$ cat src/flash_spm_pkg.sv
// Purpose: shared constants and types of the flash self-program controller
// Assumes: one 25 MHz clock, synchronous active-high reset
// Notes: offsets are byte addresses on the register bus
package flash_spm_pkg;
   // ---------------------------------------------------------------
   // register map
   // ---------------------------------------------------------------
   localparam logic [7:0] CTRL_OFFS = 8'h00;
   localparam logic [7:0] CTRL_RESET = 8'h00;
   localparam int CTRL_RSVD_LSB = 6;
   localparam logic [1:0] RESP_OKAY = 2'h0;
   localparam logic [1:0] RESP_SLVERR = 2'h2;
   // ---------------------------------------------------------------
   // command codes in the lower six control bits
   // ---------------------------------------------------------------
   localparam logic [5:0] CMD_LOAD = 6'h01;
   localparam logic [5:0] CMD_ERASE = 6'h03;
   localparam logic [5:0] CMD_WRITE = 6'h05;
   localparam logic [5:0] CMD_FUSE = 6'h09;
   localparam logic [5:0] CMD_CLEAR = 6'h11;
   localparam logic [5:0] CMD_SIG = 6'h21;
   // ---------------------------------------------------------------
   // timing, in cpu clock cycles
   // ---------------------------------------------------------------
   localparam int SPM_WINDOW_CYC = 4;
   localparam int LPM_WINDOW_CYC = 3;
   localparam int WIN_CNT_W = 3;
   // ---------------------------------------------------------------
   // fuse and lock selection by the low pointer bits
   // ---------------------------------------------------------------
   localparam logic [1:0] SEL_FUSE_LOW = 2'h0;
   localparam logic [1:0] SEL_LOCK = 2'h1;
   localparam logic [1:0] SEL_FUSE_EXT = 2'h2;
   localparam logic [1:0] SEL_FUSE_HIGH = 2'h3;
   localparam logic [7:0] ERASED_BYTE = 8'hff;
   localparam logic [15:0] ERASED_WORD = 16'hffff;

   typedef enum logic [1:0] {
      ST_IDLE = 2'b00,
      ST_ARMED = 2'b01,
      ST_ERASE = 2'b10,
      ST_WRITE = 2'b11
   } seq_state_t;

   typedef struct packed {
      logic sig;
      logic clear_page_buffer_cmd;
      logic fuse_lock_read_cmd;
      logic page_write_cmd;
      logic page_erase_cmd;
      logic en;
   } ctrl_t;

   typedef struct packed {
      logic spm;
      logic load_program_instruction;
      logic [15:0] ptr;
      logic [15:0] data;
   } cpu_req_t;

   typedef struct packed {
      logic [7:0] fuse_low;
      logic [7:0] lock;
      logic [7:0] fuse_ext;
      logic [7:0] fuse_high;
   } fuse_set_t;
endpackage : flash_spm_pkg

$ cat src/window_timer.sv
// Purpose: command window counter, restarts on demand, saturates
// Assumes: restart is a one-cycle pulse
// Notes: count reads 0 in the cycle after a restart
`timescale 1ns/1ps
module window_timer #(
   parameter int W = 3
) (
   input wire logic clk_sys,
   input wire logic rst,
   input wire logic restart,
   output logic [W-1:0] count
);
   logic [W-1:0] cnt_ff;
   logic [W-1:0] nxt_cnt;

   initial begin
      if (W < 2) $error("window_timer: W too small");
   end

   always_comb begin
      nxt_cnt = cnt_ff;
      if (restart) begin
         nxt_cnt = '0;
      end else if (cnt_ff != {W{1'b1}}) begin
         nxt_cnt = cnt_ff + 1'b1;
      end
   end

   always_ff @(posedge clk_sys) begin
      if (rst) begin
         cnt_ff <= {W{1'b1}};
      end else begin
         cnt_ff <= nxt_cnt;
      end
   end

   assign count = cnt_ff;
endmodule : window_timer

$ cat src/page_buffer.sv
// Purpose: temporary page buffer storage, one write port, registered read
// Assumes: validity of each word is tracked outside
// Notes: contents are not cleared, the owner masks unloaded words
`timescale 1ns/1ps
module page_buffer #(
   parameter int AW = 6,
   parameter int DW = 16
) (
   input wire logic clk_sys,
   input wire logic wr_en,
   input wire logic [AW-1:0] wr_addr,
   input wire logic [DW-1:0] wr_data,
   input wire logic [AW-1:0] rd_addr,
   output logic [DW-1:0] rd_data
);
   logic [DW-1:0] mem [2**AW];
   logic [DW-1:0] rd_ff;

   always_ff @(posedge clk_sys) begin
      if (wr_en) begin
         mem[wr_addr] <= wr_data;
      end
      rd_ff <= mem[rd_addr];
   end

   assign rd_data = rd_ff;
endmodule : page_buffer

$ cat src/flash_self_program_control.sv
// Purpose: self-program sequencer for on-chip program flash
// Assumes: cpu request, eeprom and flash signals come from clk_sys logic
// Notes: control register at offset 0x00 over axi4-lite
`timescale 1ns/1ps
module flash_self_program_control #(
   parameter int PW = 6,
   parameter logic [47:0] SIG_ROW = 48'h5a_a5_3c_c3_0f_f0 // arbitrary
) (
   input wire logic clk_sys,
   input wire logic rst,
   input wire logic [7:0] awaddr,
   input wire logic awvalid,
   output logic awready,
   input wire logic [31:0] wdata,
   input wire logic [3:0] wstrb,
   input wire logic wvalid,
   output logic wready,
   output logic [1:0] bresp,
   output logic bvalid,
   input wire logic bready,
   input wire logic [7:0] araddr,
   input wire logic arvalid,
   output logic arready,
   output logic [31:0] rdata,
   output logic [1:0] rresp,
   output logic rvalid,
   input wire logic rready,
   input wire flash_spm_pkg::cpu_req_t req,
   input wire logic eeprom_write,
   input wire flash_spm_pkg::fuse_set_t fuses,
   output logic cpu_halt,
   output logic lpm_valid,
   output logic [7:0] lpm_data,
   output logic flash_erase_req,
   output logic flash_write_req,
   output logic [14-PW:0] flash_page,
   input wire logic flash_done,
   input wire logic [PW-1:0] flash_rd_addr,
   output logic [15:0] flash_rd_data
);
   localparam int NW = 2**PW;
   localparam int CW = flash_spm_pkg::WIN_CNT_W;
   localparam logic [CW-1:0] SPM_LAST =
      CW'(flash_spm_pkg::SPM_WINDOW_CYC - 1);
   localparam logic [CW-1:0] LPM_LAST =
      CW'(flash_spm_pkg::LPM_WINDOW_CYC - 1);

   initial begin
      if (PW < 1 || PW > 14) $error("flash_self_program_control: bad PW");
   end

   // ---------------------------------------------------------------
   // register bus slave
   // ---------------------------------------------------------------
   logic aw_held_ff, w_held_ff, bvalid_ff, rvalid_ff;
   logic nxt_aw_held, nxt_w_held, nxt_bvalid, nxt_rvalid;
   logic [7:0] waddr_ff, nxt_waddr;
   logic [7:0] wbyte_ff, nxt_wbyte;
   logic wstrb0_ff, nxt_wstrb0;
   logic [1:0] bresp_ff, nxt_bresp, rresp_ff, nxt_rresp;
   logic [31:0] rdata_ff, nxt_rdata;
   logic ctrl_wr;
   flash_spm_pkg::ctrl_t cmd_ff, nxt_cmd;

   assign awready = !aw_held_ff && !bvalid_ff;
   assign wready = !w_held_ff && !bvalid_ff;
   assign arready = !rvalid_ff;

   always_comb begin
      nxt_aw_held = aw_held_ff;
      nxt_w_held = w_held_ff;
      nxt_waddr = waddr_ff;
      nxt_wbyte = wbyte_ff;
      nxt_wstrb0 = wstrb0_ff;
      nxt_bvalid = bvalid_ff;
      nxt_bresp = bresp_ff;
      nxt_rvalid = rvalid_ff;
      nxt_rdata = rdata_ff;
      nxt_rresp = rresp_ff;
      ctrl_wr = 1'b0;
      if (awvalid && awready) begin
         nxt_aw_held = 1'b1;
         nxt_waddr = awaddr;
      end
      if (wvalid && wready) begin
         nxt_w_held = 1'b1;
         nxt_wbyte = wdata[7:0];
         nxt_wstrb0 = wstrb[0];
      end
      if (aw_held_ff && w_held_ff) begin
         nxt_aw_held = 1'b0;
         nxt_w_held = 1'b0;
         nxt_bvalid = 1'b1;
         if (waddr_ff[7:2] == flash_spm_pkg::CTRL_OFFS[7:2]) begin
            nxt_bresp = flash_spm_pkg::RESP_OKAY;
            ctrl_wr = wstrb0_ff;
         end else begin
            nxt_bresp = flash_spm_pkg::RESP_SLVERR;
         end
      end else if (bvalid_ff && bready) begin
         nxt_bvalid = 1'b0;
      end
      if (arvalid && arready) begin
         nxt_rvalid = 1'b1;
         if (araddr[7:2] == flash_spm_pkg::CTRL_OFFS[7:2]) begin
            nxt_rdata = {24'h000000, 2'b00, cmd_ff};
            nxt_rresp = flash_spm_pkg::RESP_OKAY;
         end else begin
            nxt_rdata = 32'h00000000;
            nxt_rresp = flash_spm_pkg::RESP_SLVERR;
         end
      end else if (rvalid_ff && rready) begin
         nxt_rvalid = 1'b0;
      end
   end

   always_ff @(posedge clk_sys) begin
      if (rst) begin
         aw_held_ff <= 1'b0;
         w_held_ff <= 1'b0;
         waddr_ff <= 8'h00;
         wbyte_ff <= 8'h00;
         wstrb0_ff <= 1'b0;
         bvalid_ff <= 1'b0;
         bresp_ff <= 2'h0;
         rvalid_ff <= 1'b0;
         rdata_ff <= 32'h00000000;
         rresp_ff <= 2'h0;
      end else begin
         aw_held_ff <= nxt_aw_held;
         w_held_ff <= nxt_w_held;
         waddr_ff <= nxt_waddr;
         wbyte_ff <= nxt_wbyte;
         wstrb0_ff <= nxt_wstrb0;
         bvalid_ff <= nxt_bvalid;
         bresp_ff <= nxt_bresp;
         rvalid_ff <= nxt_rvalid;
         rdata_ff <= nxt_rdata;
         rresp_ff <= nxt_rresp;
      end
   end

   assign bvalid = bvalid_ff;
   assign bresp = bresp_ff;
   assign rvalid = rvalid_ff;
   assign rdata = rdata_ff;
   assign rresp = rresp_ff;

   // ---------------------------------------------------------------
   // command sequencer
   // ---------------------------------------------------------------
   flash_spm_pkg::seq_state_t state_ff, nxt_state;
   logic [NW-1:0] loaded_ff, nxt_loaded;
   logic [14-PW:0] page_ff, nxt_page;
   logic erase_req_ff, nxt_erase_req, write_req_ff, nxt_write_req;
   logic lpm_valid_ff, nxt_lpm_valid;
   logic [7:0] lpm_data_ff, nxt_lpm_data;
   logic [CW-1:0] win_cnt;
   logic restart, buf_we, rd_cmd, wr_legal, rd_valid_ff;
   logic [5:0] wr_cmd;
   logic [PW-1:0] word_idx;
   logic [14-PW:0] page_idx;
   logic [15:0] buf_q;

   assign word_idx = req.ptr[PW:1];
   assign page_idx = req.ptr[15:PW+1];
   assign wr_cmd = wbyte_ff[5:0];
   assign rd_cmd = cmd_ff.sig || cmd_ff.fuse_lock_read_cmd;

   always_comb begin
      case (wr_cmd)
         flash_spm_pkg::CMD_LOAD, flash_spm_pkg::CMD_ERASE,
         flash_spm_pkg::CMD_WRITE, flash_spm_pkg::CMD_FUSE,
         flash_spm_pkg::CMD_CLEAR, flash_spm_pkg::CMD_SIG: wr_legal = 1'b1;
         default: wr_legal = 1'b0;
      endcase
   end

   always_comb begin
      nxt_state = state_ff;
      nxt_cmd = cmd_ff;
      nxt_loaded = loaded_ff;
      nxt_page = page_ff;
      nxt_erase_req = 1'b0;
      nxt_write_req = 1'b0;
      nxt_lpm_valid = 1'b0;
      nxt_lpm_data = lpm_data_ff;
      restart = 1'b0;
      buf_we = 1'b0;
      case (state_ff)
         flash_spm_pkg::ST_IDLE, flash_spm_pkg::ST_ARMED: begin
            if (ctrl_wr && wr_legal) begin
               // a fresh control write re-arms, counted from next cycle
               nxt_cmd = flash_spm_pkg::ctrl_t'(wr_cmd);
               restart = 1'b1;
               nxt_state = flash_spm_pkg::ST_ARMED;
               if (wr_cmd == flash_spm_pkg::CMD_CLEAR) begin
                  nxt_loaded = '0;
               end
            end else if (state_ff == flash_spm_pkg::ST_ARMED) begin
               if (req.spm && !rd_cmd && win_cnt <= SPM_LAST) begin
                  if (cmd_ff.page_erase_cmd) begin
                     nxt_erase_req = 1'b1;
                     nxt_page = page_idx;
                     nxt_state = flash_spm_pkg::ST_ERASE;
                  end else if (cmd_ff.page_write_cmd) begin
                     nxt_write_req = 1'b1;
                     nxt_page = page_idx;
                     nxt_state = flash_spm_pkg::ST_WRITE;
                  end else begin
                     buf_we = !cmd_ff.clear_page_buffer_cmd;
                     nxt_loaded[word_idx] = loaded_ff[word_idx] ||
                        !cmd_ff.clear_page_buffer_cmd;
                     nxt_cmd = '0;
                     nxt_state = flash_spm_pkg::ST_IDLE;
                  end
               end else if (req.load_program_instruction && rd_cmd && win_cnt <= LPM_LAST) begin
                  nxt_lpm_valid = 1'b1;
                  if (cmd_ff.sig) begin
                     // unused row addresses read as erased
                     nxt_lpm_data = (req.ptr[15:0] < 16'h0006) ?
                        SIG_ROW[req.ptr[2:0]*8 +: 8] :
                        flash_spm_pkg::ERASED_BYTE;
                  end else begin
                     case (req.ptr[1:0])
                        flash_spm_pkg::SEL_FUSE_LOW: nxt_lpm_data =
                           fuses.fuse_low;
                        flash_spm_pkg::SEL_LOCK: nxt_lpm_data = fuses.lock;
                        flash_spm_pkg::SEL_FUSE_EXT: nxt_lpm_data =
                           fuses.fuse_ext;
                        default: nxt_lpm_data = fuses.fuse_high;
                     endcase
                  end
                  nxt_cmd = '0;
                  nxt_state = flash_spm_pkg::ST_IDLE;
               end else if (win_cnt >= (rd_cmd ? LPM_LAST : SPM_LAST)) begin
                  // a store during a read window lands here too
                  nxt_cmd = '0;
                  nxt_state = flash_spm_pkg::ST_IDLE;
               end
            end
         end
         flash_spm_pkg::ST_ERASE: begin
            if (flash_done) begin
               nxt_cmd = '0;
               nxt_state = flash_spm_pkg::ST_IDLE;
            end
         end
         flash_spm_pkg::ST_WRITE: begin
            if (flash_done) begin
               nxt_cmd = '0;
               nxt_loaded = '0;
               nxt_state = flash_spm_pkg::ST_IDLE;
            end
         end
         default: nxt_state = flash_spm_pkg::ST_IDLE;
      endcase
      if (eeprom_write) begin
         nxt_loaded = '0;
      end
   end

   always_ff @(posedge clk_sys) begin
      if (rst) begin
         state_ff <= flash_spm_pkg::ST_IDLE;
         cmd_ff <= flash_spm_pkg::ctrl_t'(flash_spm_pkg::CTRL_RESET[5:0]);
         loaded_ff <= '0;
         page_ff <= '0;
         erase_req_ff <= 1'b0;
         write_req_ff <= 1'b0;
         lpm_valid_ff <= 1'b0;
         lpm_data_ff <= 8'h00;
         rd_valid_ff <= 1'b0;
      end else begin
         state_ff <= nxt_state;
         cmd_ff <= nxt_cmd;
         loaded_ff <= nxt_loaded;
         page_ff <= nxt_page;
         erase_req_ff <= nxt_erase_req;
         write_req_ff <= nxt_write_req;
         lpm_valid_ff <= nxt_lpm_valid;
         lpm_data_ff <= nxt_lpm_data;
         rd_valid_ff <= loaded_ff[flash_rd_addr];
      end
   end

   window_timer #(.W(CW)) u_win (
      .clk_sys(clk_sys),
      .rst(rst),
      .restart(restart),
      .count(win_cnt)
   );

   page_buffer #(.AW(PW), .DW(16)) u_buf (
      .clk_sys(clk_sys),
      .wr_en(buf_we),
      .wr_addr(word_idx),
      .wr_data(req.data),
      .rd_addr(flash_rd_addr),
      .rd_data(buf_q)
   );

   // halt is a decode of the state so it drops with completion
   assign cpu_halt = state_ff[1];
   assign flash_erase_req = erase_req_ff;
   assign flash_write_req = write_req_ff;
   assign flash_page = page_ff;
   assign lpm_valid = lpm_valid_ff;
   assign lpm_data = lpm_data_ff;
   assign flash_rd_data = rd_valid_ff ? buf_q : flash_spm_pkg::ERASED_WORD;

   logic armed_ok;
   assign armed_ok = state_ff == flash_spm_pkg::ST_ARMED && !ctrl_wr;
endmodule : flash_self_program_control

$ cat config.mk
export PLATFORM = sky130hd
export DESIGN_NAME = flash_self_program_control
export DESIGN_NICKNAME = d
export VERILOG_FILES = /design/src/flash_spm_pkg.sv /design/src/window_timer.sv /design/src/page_buffer.sv /design/src/flash_self_program_control.sv
export SDC_FILE = /design/constraint.sdc
export NUM_CORES = 1
export LEC_CHECK = 0
export BUFFER_PORTS_ARGS = -buffer_cell sky130_fd_sc_hd__clkbuf_2
export CAP_MARGIN = 15
export CORE_AREA = 4 4 269 324
export DETAILED_ROUTE_END_ITERATION = 12
export DIE_AREA = 0 0 273 328
export PLACE_DENSITY = 0.72
export SYNTH_ARGS = -nofsm -noshare
export SYNTH_HDL_FRONTEND = slang
export SYNTH_SLANG_ARGS = --single-unit
$ cat constraint.sdc
create_clock -name clk_sys -period 5.1 [get_ports clk_sys]
set_clock_uncertainty 0.1 [all_clocks]
set_input_delay 0.255 -clock clk_sys [delete_from_list [all_inputs] [get_ports clk_sys]]
set_output_delay 0.255 -clock clk_sys [all_outputs]
set_load 0.02 [all_outputs]
# == Word-level counts from Yosys, hierarchy flattened ==
# Memory sizes are Yosys's and may differ from the RTL's. A register that Yosys moved wholly into a read port is not among the register bits.
# Index checks and enable logic that the tools add are counted.
# W data, S select, Z words.
# totals
regBits,151
latch_bits,0
ramBits,1024
rom_bits,0
inputBits,133
word_cells,171
n_memories,1
# memory_table
memory,depth,width,rd,rd_ports_with_merged_regs,write_ports,line,rtl
u_buf.mem,64,16,1,1,1,page_buffer.sv:16,logic [DW-1:0] mem [2**AW];
# op_classes
n_addsub,1
n_mul,0
div_mod_pow,0
n_lt_le_gt_ge,7
n_eq_ne,22
n_shift,1
muxes,65
bitwise,4
reduce_logical,45
# ops
op,n
$mux W64,7
$pmux W64 S2,1
$bwmux W64,1
$mux W6,9
$shiftx A48 B7 Y8 const A,1
$mux W1,24
$pmux W8 S3,1
$mux W2,10
$mux W9,2
$ne A3 B3 Y1 const B,6
$lt A16 B3 Y1 const B,1
$mux W16,1
$mux W8,2
$reduce_and A5 Y1,3
$logic_and A1 B1 Y1,14
$lt A6 B7 Y1 const B,2
$bmux W1 S6,2
$logic_not A6 Y1,2
$pmux W6 S2,1
$reduce_or A6 Y1,2
$reduce_bool A2 Y1,5
$reduce_or A5 Y1,2
$ne A4 B4 Y1 const B,2
$reduce_or A2 Y1,4
other kinds (25),40

# == Logic depth before layout (Yosys ltp) ==
# Gate-level depths: netlist of run 1.
# depth
depth_word,11
ltp_mapped,10
depth_no_buf,8

# == By module ==
# A second synthesis of run 1 with hierarchy kept.
# hier_totals
hier_cells,2566
area_unflattened_um2,46912.5
# by_module_without_submodules
module,n_inst,cells_each,area_each_um2,seq_area_each_um2
page_buffer,1,1820,39978.3,31069.8
flash_self_program_control,1,735,6797.8,2362.3
window_timer,1,11,136.4,60.1

# == Worst setup path before layout of run 1 ==
# OpenSTA, ideal clock, no wires.
# synth_timing
path_type,flip-flop to flip-flop
startpoint,"reg u_win.cnt_ff[1], in the netlist u_win.count[1]"
endpoint,"mem u_buf.mem[46][0], enable pin"
setup_ns,0.389
t_arrival_ns,2.551
t_required_ns,4.611
setup_slack_ns,2.061
path_stages_with_launch,7
n_path_buf,0
synth_period_minus_slack_ns,3.039
path_cell_list,dfxtp_1 ha_1 ha_1 o211ai_1 a2111oi_0 nand3_1 nor2_1
# synth_between
elab_chain_cells,8
# synth_rtl
element,line,rtl
start: declaration,window_timer.sv:13,logic [W-1:0] cnt_ff;
start signal: assignment,window_timer.sv:31,cnt_ff <= {W{1'b1}};
start signal: assignment,window_timer.sv:33,cnt_ff <= nxt_cnt;
$le A3 B2 Y1,flash_self_program_control.sv:201,if (req.spm && !rd_cmd && win_cnt <= SPM_LAST) begin
$logic_and A1 B1 Y1,flash_self_program_control.sv:201,
$mux W1,flash_self_program_control.sv:201,
$mux W1,flash_self_program_control.sv:200,end else if (state_ff == flash_spm_pkg::ST_ARMED) begin
$mux W1,flash_self_program_control.sv:192,if (ctrl_wr && wr_legal) begin
$mux W1,flash_self_program_control.sv:190,case (state_ff)
$mux W1,page_buffer.sv:20,if (wr_en) begin
$mux W1 (not written as such),page_buffer.sv:21,mem[wr_addr] <= wr_data;
end: declaration,page_buffer.sv:16,
# Every way passes these cells.

# == Worst setup path after layout of run 1 ==
# layout_timing
startpoint,reg cmd_ff[5] (netlist bit)
endpoint,"mem u_buf.mem[46][8], enable pin"
# layout_between
elab_chain_cells,10
# layout_rtl
element,line,rtl
start: declaration,flash_self_program_control.sv:63,"flash_spm_pkg::ctrl_t cmd_ff, nxt_cmd;"
start signal: assignment,flash_self_program_control.sv:266,cmd_ff <= flash_spm_pkg::ctrl_t'(flash_spm_pkg::CTRL_RESET[5:0]);
start signal: assignment,flash_self_program_control.sv:276,cmd_ff <= nxt_cmd;
$logic_or A1 B1 Y1,flash_self_program_control.sv:168,assign rd_cmd = cmd_ff.sig || cmd_ff.fuse_lock_read_cmd;
$logic_not A1 Y1,flash_self_program_control.sv:201,
$logic_and A1 B1 Y1 (2 in series),flash_self_program_control.sv:201,
$mux W1,flash_self_program_control.sv:201,
$mux W1,flash_self_program_control.sv:200,
$mux W1,flash_self_program_control.sv:192,
$mux W1,flash_self_program_control.sv:190,
$mux W1,page_buffer.sv:20,
$mux W1 (not written as such),page_buffer.sv:21,
# Every way passes these cells.

==> results.md, run 1 <==
* DR WL/cell at 29.4 um
* Hold path start: req[1]
* Gate Count Post-Synth at 2255
* # port buffers at 149
* Portion of the clock cycle consumed by the worst path in the final layout at 72.6%
* Count of antenna-violating nets left after detailed routing at 0
* Count of TritonRoute iterations in the first routing pass at 6
* Maximum number of pins on one net before global-route repair at 79
* Count of different cell masters after synthesis at 61
* Total power at 19.4 mW
* Number of primary I/O pins at 211
* Clk Tree Root Cell: clkbuf_16
* Number of buffers created by CTS at 106
* Max-slew headroom at the worst pin at 21.1%
* Max cap viols at 0
* Data required, critical path at 5320 ps
* Data arrival time of the critical path at 3930 ps
* Achievable clock frequency at 270 MHz
* Die boundary width at 273 um
* Final hold vios at 0
* Setup tns final at 0 ps
* Clock tree from TritonCTS: done
* Yosys reg bits at 1161
* Slew at the pin closest to its max-slew limit at 1170 ps
* Floorplan die area at 89500 um^2
* Half-perimeter wire length of the detailed placement result at 63000 um
* Number of nets at the end of the flow at 2667
* Crit-path cells: nor2_1 -> o211ai_1 -> a2111oi_0 -> nand3_1 -> nor2_1 -> buf_4
* Ys async rst share at 0%
* Initial Utilization at 54.6%
* Gr usage total at 24.7%
* Crit start category: register
* Worst setup path class: register to register
* Depth of the worst register-to-register path at 6
* Vias at 24122
* Number of antenna violations at the first check in global routing at 0
* Clk sinks at 1161
* Cell Count Post-Placement at 3476
* Register-to-register setup slack at 1400 ps
* P per Cell Area at 369 nW/um^2
* Worst-path clk slew at 70 ps
* # H-tree levels at 3
* Ys flop type: edfxtp_1
* RR Endpoint: u_buf.mem[46][8]
* Reg2Reg Launch Point: cmd_ff[5]
* Mean post-synth cell area at 20.4 um^2
* Slew Viols, Final at 0
* Floorplan Core Area at 84200 um^2
* Worst path max stage delay at 980 ps
* Largest vdd supply drop at 0.000299 V
* Wire length of the first global-routing pass at 162000 um
* Total number of placement rows at 117
* Final setup violation count at 0
* Final Non-Filler Cells at 3743
* Worst hold margin at 10.4 ps
* Endpoint kind of the worst setup timing path: register
* Share of synthesized area occupied by flip-flops and latches at 72.8%
* Hold EP: u_buf.mem[50][1]
* Min cycle time layout at 3700 ps
* Max Fanout on Critical Path at 16
* Reported leakage power at 16.8 nW
* Mean number of vias per cell at 6.44
* Final estimated routing congestion in global placement at 0.863
* Run status: complete, no violations
* Post-synth EDFFs at 1024
* RSZ-0062 raised after global routing: false
* # DRC at 0
* Maximum buffer depth of the clock tree at 3
* Post-synthesis cell area at 46000 um^2
* Cell occurring most often along the worst timing path: nor2_1
* Type of the most critical hold path: input pin to register
* Vias in the first global route at 24559
* Overflow left after global routing at 0
* Cell with the largest stage delay on the worst path: a2111oi_0
* Worst hold path stage count at 1
* Later-pin clock latency in the skew report at 680 ps
* Number of synthesis warnings at 0
* Fraction of layout cells with a size suffix above 1 at 30.4%
* Setup repair bufs after CTS at 0
* Area delta synth->final at 14.2%
* Wire length after detailed routing at 110000 um
* Violation count after the first detailed-routing iteration at 2764
* Chip height at 328 um
-- cells by family after synthesis --
family          share of synthesized area, %
flops                                   72.8
simple gates                            2.66
compound gates                          3.74
mux                                     18.4
other cells                          0.00815
fa+ha+maj                              0.267
xor+xnor                              0.0190
buf+inv                                 2.11
-- report_power, final --
group	total, mW	switching (mW)	internal [mW]
registers	10.4	0.0342	10.4
logic	1.12	0.646	0.469
clock network	7.87	3.41	4.45
total	19.4	4.09	15.3
-- through the flow --
stage	cell area (um^2)	util, %	setup WS (ps)
5_1_grt	52500	62.4	1190
4_1_cts	52200	62.0	1500
2_1_floorplan	46100	-	2060
3_3_place_gp	48200	57.3	1580
3_5_place_dp	48200	57.3	1430
6_report	52500	62.4	1400
-- routing by layer --
metal  routed length (um)  track usage [%]  up-vias
li1                     -                -     9976
met1                40000             32.6    12601
met2                56800             42.6     1320
met3                 9810             4.65      225
met4                 3290             7.18        0
met5                    0                0        -
-- critical path: cells and delay by family (launching register included) --
| family | cells | cell delay [ps] |
|---|---|---|
| buf+inv | 1 | 350 |
| flops | 1 | 500 |
| compound gates | 2 | 1190 |
| simple gates | 3 | 1170 |
-- placed cells by master (no fill, tap or decap), drive strengths merged, types with 14 or more instances in the layout --
| cell type | n |
|---|---|
| nor2 | 110 |
| buf | 117 |
| mux4 | 358 |
| inv | 21 |
| dfxtp | 137 |
| a311oi | 65 |
| dlygate4sd3 | 56 |
| edfxtp | 1024 |
| a21oi | 28 |
| nand2b | 21 |
| clkinv | 45 |
| and2 | 14 |
| nand2 | 52 |
| a31oi | 65 |
| mux2i | 28 |
| a22oi | 18 |
| clkbuf | 276 |
| conb | 28 |
-- worst max-delay path by stage --
stage	to	cells after the start	slack (ps)	start
final	u_buf.mem[46][8]	6	1400	cmd_ff[5]
after global routing	u_buf.mem[47][7]	6	1190	cmd_ff[5]
after CTS	u_buf.mem[46][3]	7	1500	u_win.count[1]
after detailed placement	loaded_ff[56]	7	1430	req[18]
after global placement	loaded_ff[42]	7	1580	req[18]
after floorplan	u_buf.mem[46][0]	6	2060	u_win.count[1]
-- cell type report --
class	instances	area (um^2)
diodes	1	2.50
clock buffers	131	2800
well taps	1130	1410
clock inverters	64	632
flip-flops and latches	1161	33500
repair buffers	318	2440
inverters	19	71.3
fillers	5603	31700
multi-input cells	919	11700
-- state kept, by name, summed over array words and instances (netlist names), 2 cells and up --
| name | cells |
|---|---|
| u_buf.rd_data | 16 |
| lpm_data | 8 |
| rdata | 6 |
| waddr_ff | 6 |
| flash_page | 9 |
| cmd_ff | 6 |
| u_win.count | 3 |
| loaded_ff | 64 |
| wbyte_ff | 6 |
| state_ff | 2 |
| u_buf.mem | 1024 |
-- repair_timing --
item	in CTS	in global routing
resized for setup	0	0
hold endpoints to repair	41	14
hold buffers	55	1
-- Yosys cell counts (2+ instances only) --
cell / n / share of area [%]
or4_1: 3 / 0.049
ha_1: 9 / 0.24
mux2_2: 10 / 0.24
nor2_1: 110 / 0.90
a31oi_1: 65 / 0.88
buf_2: 38 / 0.41
and2_0: 5 / 0.068
buf_4: 42 / 0.69
a311oi_1: 65 / 1.2
mux2i_1: 28 / 0.61
nor4_1: 4 / 0.054
clkbuf_1: 82 / 0.67
o221ai_1: 10 / 0.19
nor2b_1: 9 / 0.12
and3_1: 6 / 0.082
nor3b_2: 2 / 0.054
dfxtp_1: 137 / 6.0
and3b_1: 4 / 0.076
inv_1: 19 / 0.16
nand2b_1: 21 / 0.29
o211ai_1: 2 / 0.033
nand4_1: 3 / 0.041
a211oi_1: 5 / 0.082
nand3_1: 7 / 0.076
a32oi_1: 2 / 0.038
clkbuf_2: 4 / 0.044
a22o_1: 2 / 0.038
and2_1: 9 / 0.12
buf_1: 17 / 0.14
nor3_1: 9 / 0.098
nor4b_1: 2 / 0.038
nand2_1: 52 / 0.42
o31ai_1: 4 / 0.065
a222oi_1: 9 / 0.20
a22oi_1: 18 / 0.29
edfxtp_1: 1024 / 67
a21oi_1: 28 / 0.30
o21bai_1: 3 / 0.049
a221o_1: 2 / 0.044
mux4_2: 358 / 18
a221oi_1: 6 / 0.11
No activity file was read; power rests on OpenSTA's default activity.
==> run 2: changes to the inputs <==
--- a/config.mk
+++ b/config.mk
@@ -10,7 +10,7 @@
 export CORE_AREA = 4 4 269 324
 export DETAILED_ROUTE_END_ITERATION = 12
 export DIE_AREA = 0 0 273 328
-export PLACE_DENSITY = 0.72
+export PLACE_DENSITY = 0.75
 export SYNTH_ARGS = -nofsm -noshare
 export SYNTH_HDL_FRONTEND = slang
 export SYNTH_SLANG_ARGS = --single-unit
==> constraint.sdc (replaced) <==
create_clock -name clk_sys -period 3.2 [get_ports clk_sys]
set_clock_uncertainty 0.1 [all_clocks]
set_input_delay 0.16 -clock clk_sys [delete_from_list [all_inputs] [get_ports clk_sys]]
set_output_delay 0.16 -clock clk_sys [all_outputs]
set_load 0.02 [all_outputs]
==> run 2 against run 1 <==
Net effect: final cell count is 2.1% higher; largest cell class unchanged; first-iteration DRC count is 18% higher; total power is 60% higher; fmax is 16% higher; critical path depth is 3 higher.
==> results.md, run 2 (synthesized netlist as in run 1, its figures left out) <==
* Run status: complete, no violations
* Violation count after the first detailed-routing iteration at 3248 (+18%)
* # port buffers at 149 (unchanged)
* # DRC at 0 (unchanged)
* Die boundary width at 273 um (unchanged)
* Gr usage total at 25.9% (+1.1 points)
* Vias at 24731 (+2.5%)
* Cell area reported after detailed placement at 48900 um^2 (+1.5%)
* Register bank with the most flops: u_buf.mem
* Wire length of the first global-routing pass at 170000 um (+4.8%)
* Chip height at 328 um (unchanged)
* Min cycle time layout at 3190 ps (-509 ps)
* Count of antenna-violating nets left after detailed routing at 0 (unchanged)
* Number of nets at the end of the flow at 2743 (+2.8%)
* Number of antenna violations at the first check in global routing at 3 (+3)
* Leading cell type in the layout, fill and taps excluded: edfxtp_1
* Final estimated routing congestion in global placement at 0.871 (+0.97%)
* RSZ-0062 raised after global routing: true
* Slew Viols, Final at 0 (unchanged)
* Leading cell types in the layout, fill and taps excluded: edfxtp_1 (1024), mux4_2 (358), clkbuf_2 (146)
* Number of fill cells at 5456 (-2.6%)
* Clock tree from TritonCTS: done
* Final setup violation count at 0 (unchanged)
* DR WL/cell at 30.1 um (+2.6%)
* Max Fanout on Critical Path at 16 (unchanged)
* # H-tree levels at 3 (unchanged)
* Crit start category: register
* Post-route cell area at 53300 um^2 (+1.5%)
* Half-perimeter wire length of the detailed placement result at 67700 um (+7.4%)
* Fraction of layout cells with a size suffix above 1 at 32.2% (+1.8 points)
* Count of TritonRoute iterations in the first routing pass at 6 (unchanged)
* Flip-flop count of the largest register, all copies and words added at 1024 (unchanged)
* Area delta synth->final at 15.9%
* Worst setup slack before clock tree synthesis at -105 ps (-1540 ps)
* Type of the most critical hold path: input pin to register
* Setup tns final at 0 ps (unchanged)
* Data required, critical path at 3390 ps (-1930 ps)
* Number of buffers created by CTS at 107 (+0.94%)
* Vias in the first global route at 25457 (+3.7%)
* Worst-path clk slew at 60 ps (about the same)
* Final hold vios at 0 (unchanged)
* Slew at the pin closest to its max-slew limit at 1150 ps (-25.9 ps)
* Largest vdd supply drop at 0.000434 V (+45%)
* Mean number of vias per cell at 6.47 (+0.41%)
* Total number of placement rows at 117 (unchanged)
* Initial Utilization at 54.6% (unchanged)
* Clk Tree Root Cell: clkbuf_16
* Floorplan Core Area at 84200 um^2 (unchanged)
* Wire length after detailed routing at 115000 um (+4.7%)
* Number of primary I/O pins at 211 (unchanged)
* Setup slack of the critical path after layout at 7.61 ps (-1390 ps)
* P per Cell Area at 583 nW/um^2 (+58%)
* Maximum number of pins on one net before global-route repair at 70 (-11%)
* Data arrival time of the critical path at 3380 ps (-550 ps)
* Overflow left after global routing at 0 (unchanged)
* Floorplan die area at 89500 um^2 (unchanged)
* Setup repair bufs after CTS at 0 (unchanged)
* Total power at 31.1 mW (+60%)
* Max-slew headroom at the worst pin at 23.4% (+2.2 points)
* Later-pin clock latency in the skew report at 690 ps (about the same)
* Clk sinks at 1161 (unchanged)
* Finished Core Util at 63.3% (+0.96 points)
* Reported leakage power at 17.2 nW (+2.5%)
* Portion of the clock cycle consumed by the worst path in the final layout at 99.8% (+27 points)
* Maximum buffer depth of the clock tree at 3 (unchanged)
* Worst setup path class: register to register
* Achievable clock frequency at 313 MHz (+16%)
* Endpoint kind of the worst setup timing path: register
* Max cap viols at 0 (unchanged)
## run 2: cell types whose count changed in the layout (fill, tap and decap cells not counted), moves of 5 or more
| cell | previous run | this run |
|---|---|---|
| nor2_2 | 0 | 5 |
| nor2_1 | 110 | 101 |
| buf_4 | 93 | 144 |
| buf_12 | 15 | 28 |
| dlygate4sd3_1 | 56 | 70 |
## run 2: repair_timing
action,in CTS,in global routing
hold endpoints to repair,115,77
hold buffers,65,5
setup endpoints to repair,32,246
gates resized for setup,2,6
gates cloned,0,1
## run 2: worst max-delay path: stages, from the launching register on
cell and delay, ps:
dfxtp_1 360, ha_1 210, ha_1 200, o211a_1 200, nand2_1 70, nor4b_2 340, buf_12 180, nand2_1 100
buf_12 180, nor2_2 860
## run 2: worst paths after layout
kind	cells after the start	start	to	slack (ps)
worst max-delay path	9	u_win.count[1]	u_buf.mem[5][0]	8
worst min-delay path	5	fuses[14]	lpm_data[6]	30
worst max register to register	9	u_win.count[1]	u_buf.mem[5][0]	8
worst min register to register	2	lpm_data[7]	lpm_data[7]	370
## run 2: power by group
part	internal (mW)	leakage (nW)	switching [mW]
clock	7.07	1.68	5.52
combinational	0.828	5.22	1.09
sequential	16.5	10.3	0.0498
total	24.4	17.2	6.66
## run 2: layout make-up
| type | count | area, um^2 | area share, % |
|---|---|---|---|
| Sequential cell | 1161 | 33500 | 62.8 |
| Multi-Input combinational cell | 920 | 11700 | 22.0 |
| Timing Repair Buffer | 392 | 3180 | 5.97 |
| Clock buffer | 139 | 2870 | 5.39 |
| Tap cell | 1130 | 1410 | 2.65 |
| Clock inverter | 60 | 564 | 1.06 |
| Inverter | 19 | 71.3 | 0.134 |
| Antenna cell | 1 | 2.50 | 0.00469 |
## run 2: stage by stage
stage	hold WS [ps]	cells
2_1_floorplan	138	2282
3_3_place_gp	243	3542
3_5_place_dp	254	3542
4_1_cts	7.38	3806
5_1_grt	64.5	3821
6_report	31.2	3822
## run 2: metal layers
layer  vias up  share of wire [%]  GRT usage [%]
li1      10141                  -              -
met1     12883                 36           34.4
met2      1465                 52           43.8
met3       238                9.0           4.59
met4         4                3.2           8.81
met5         -              0.020              0
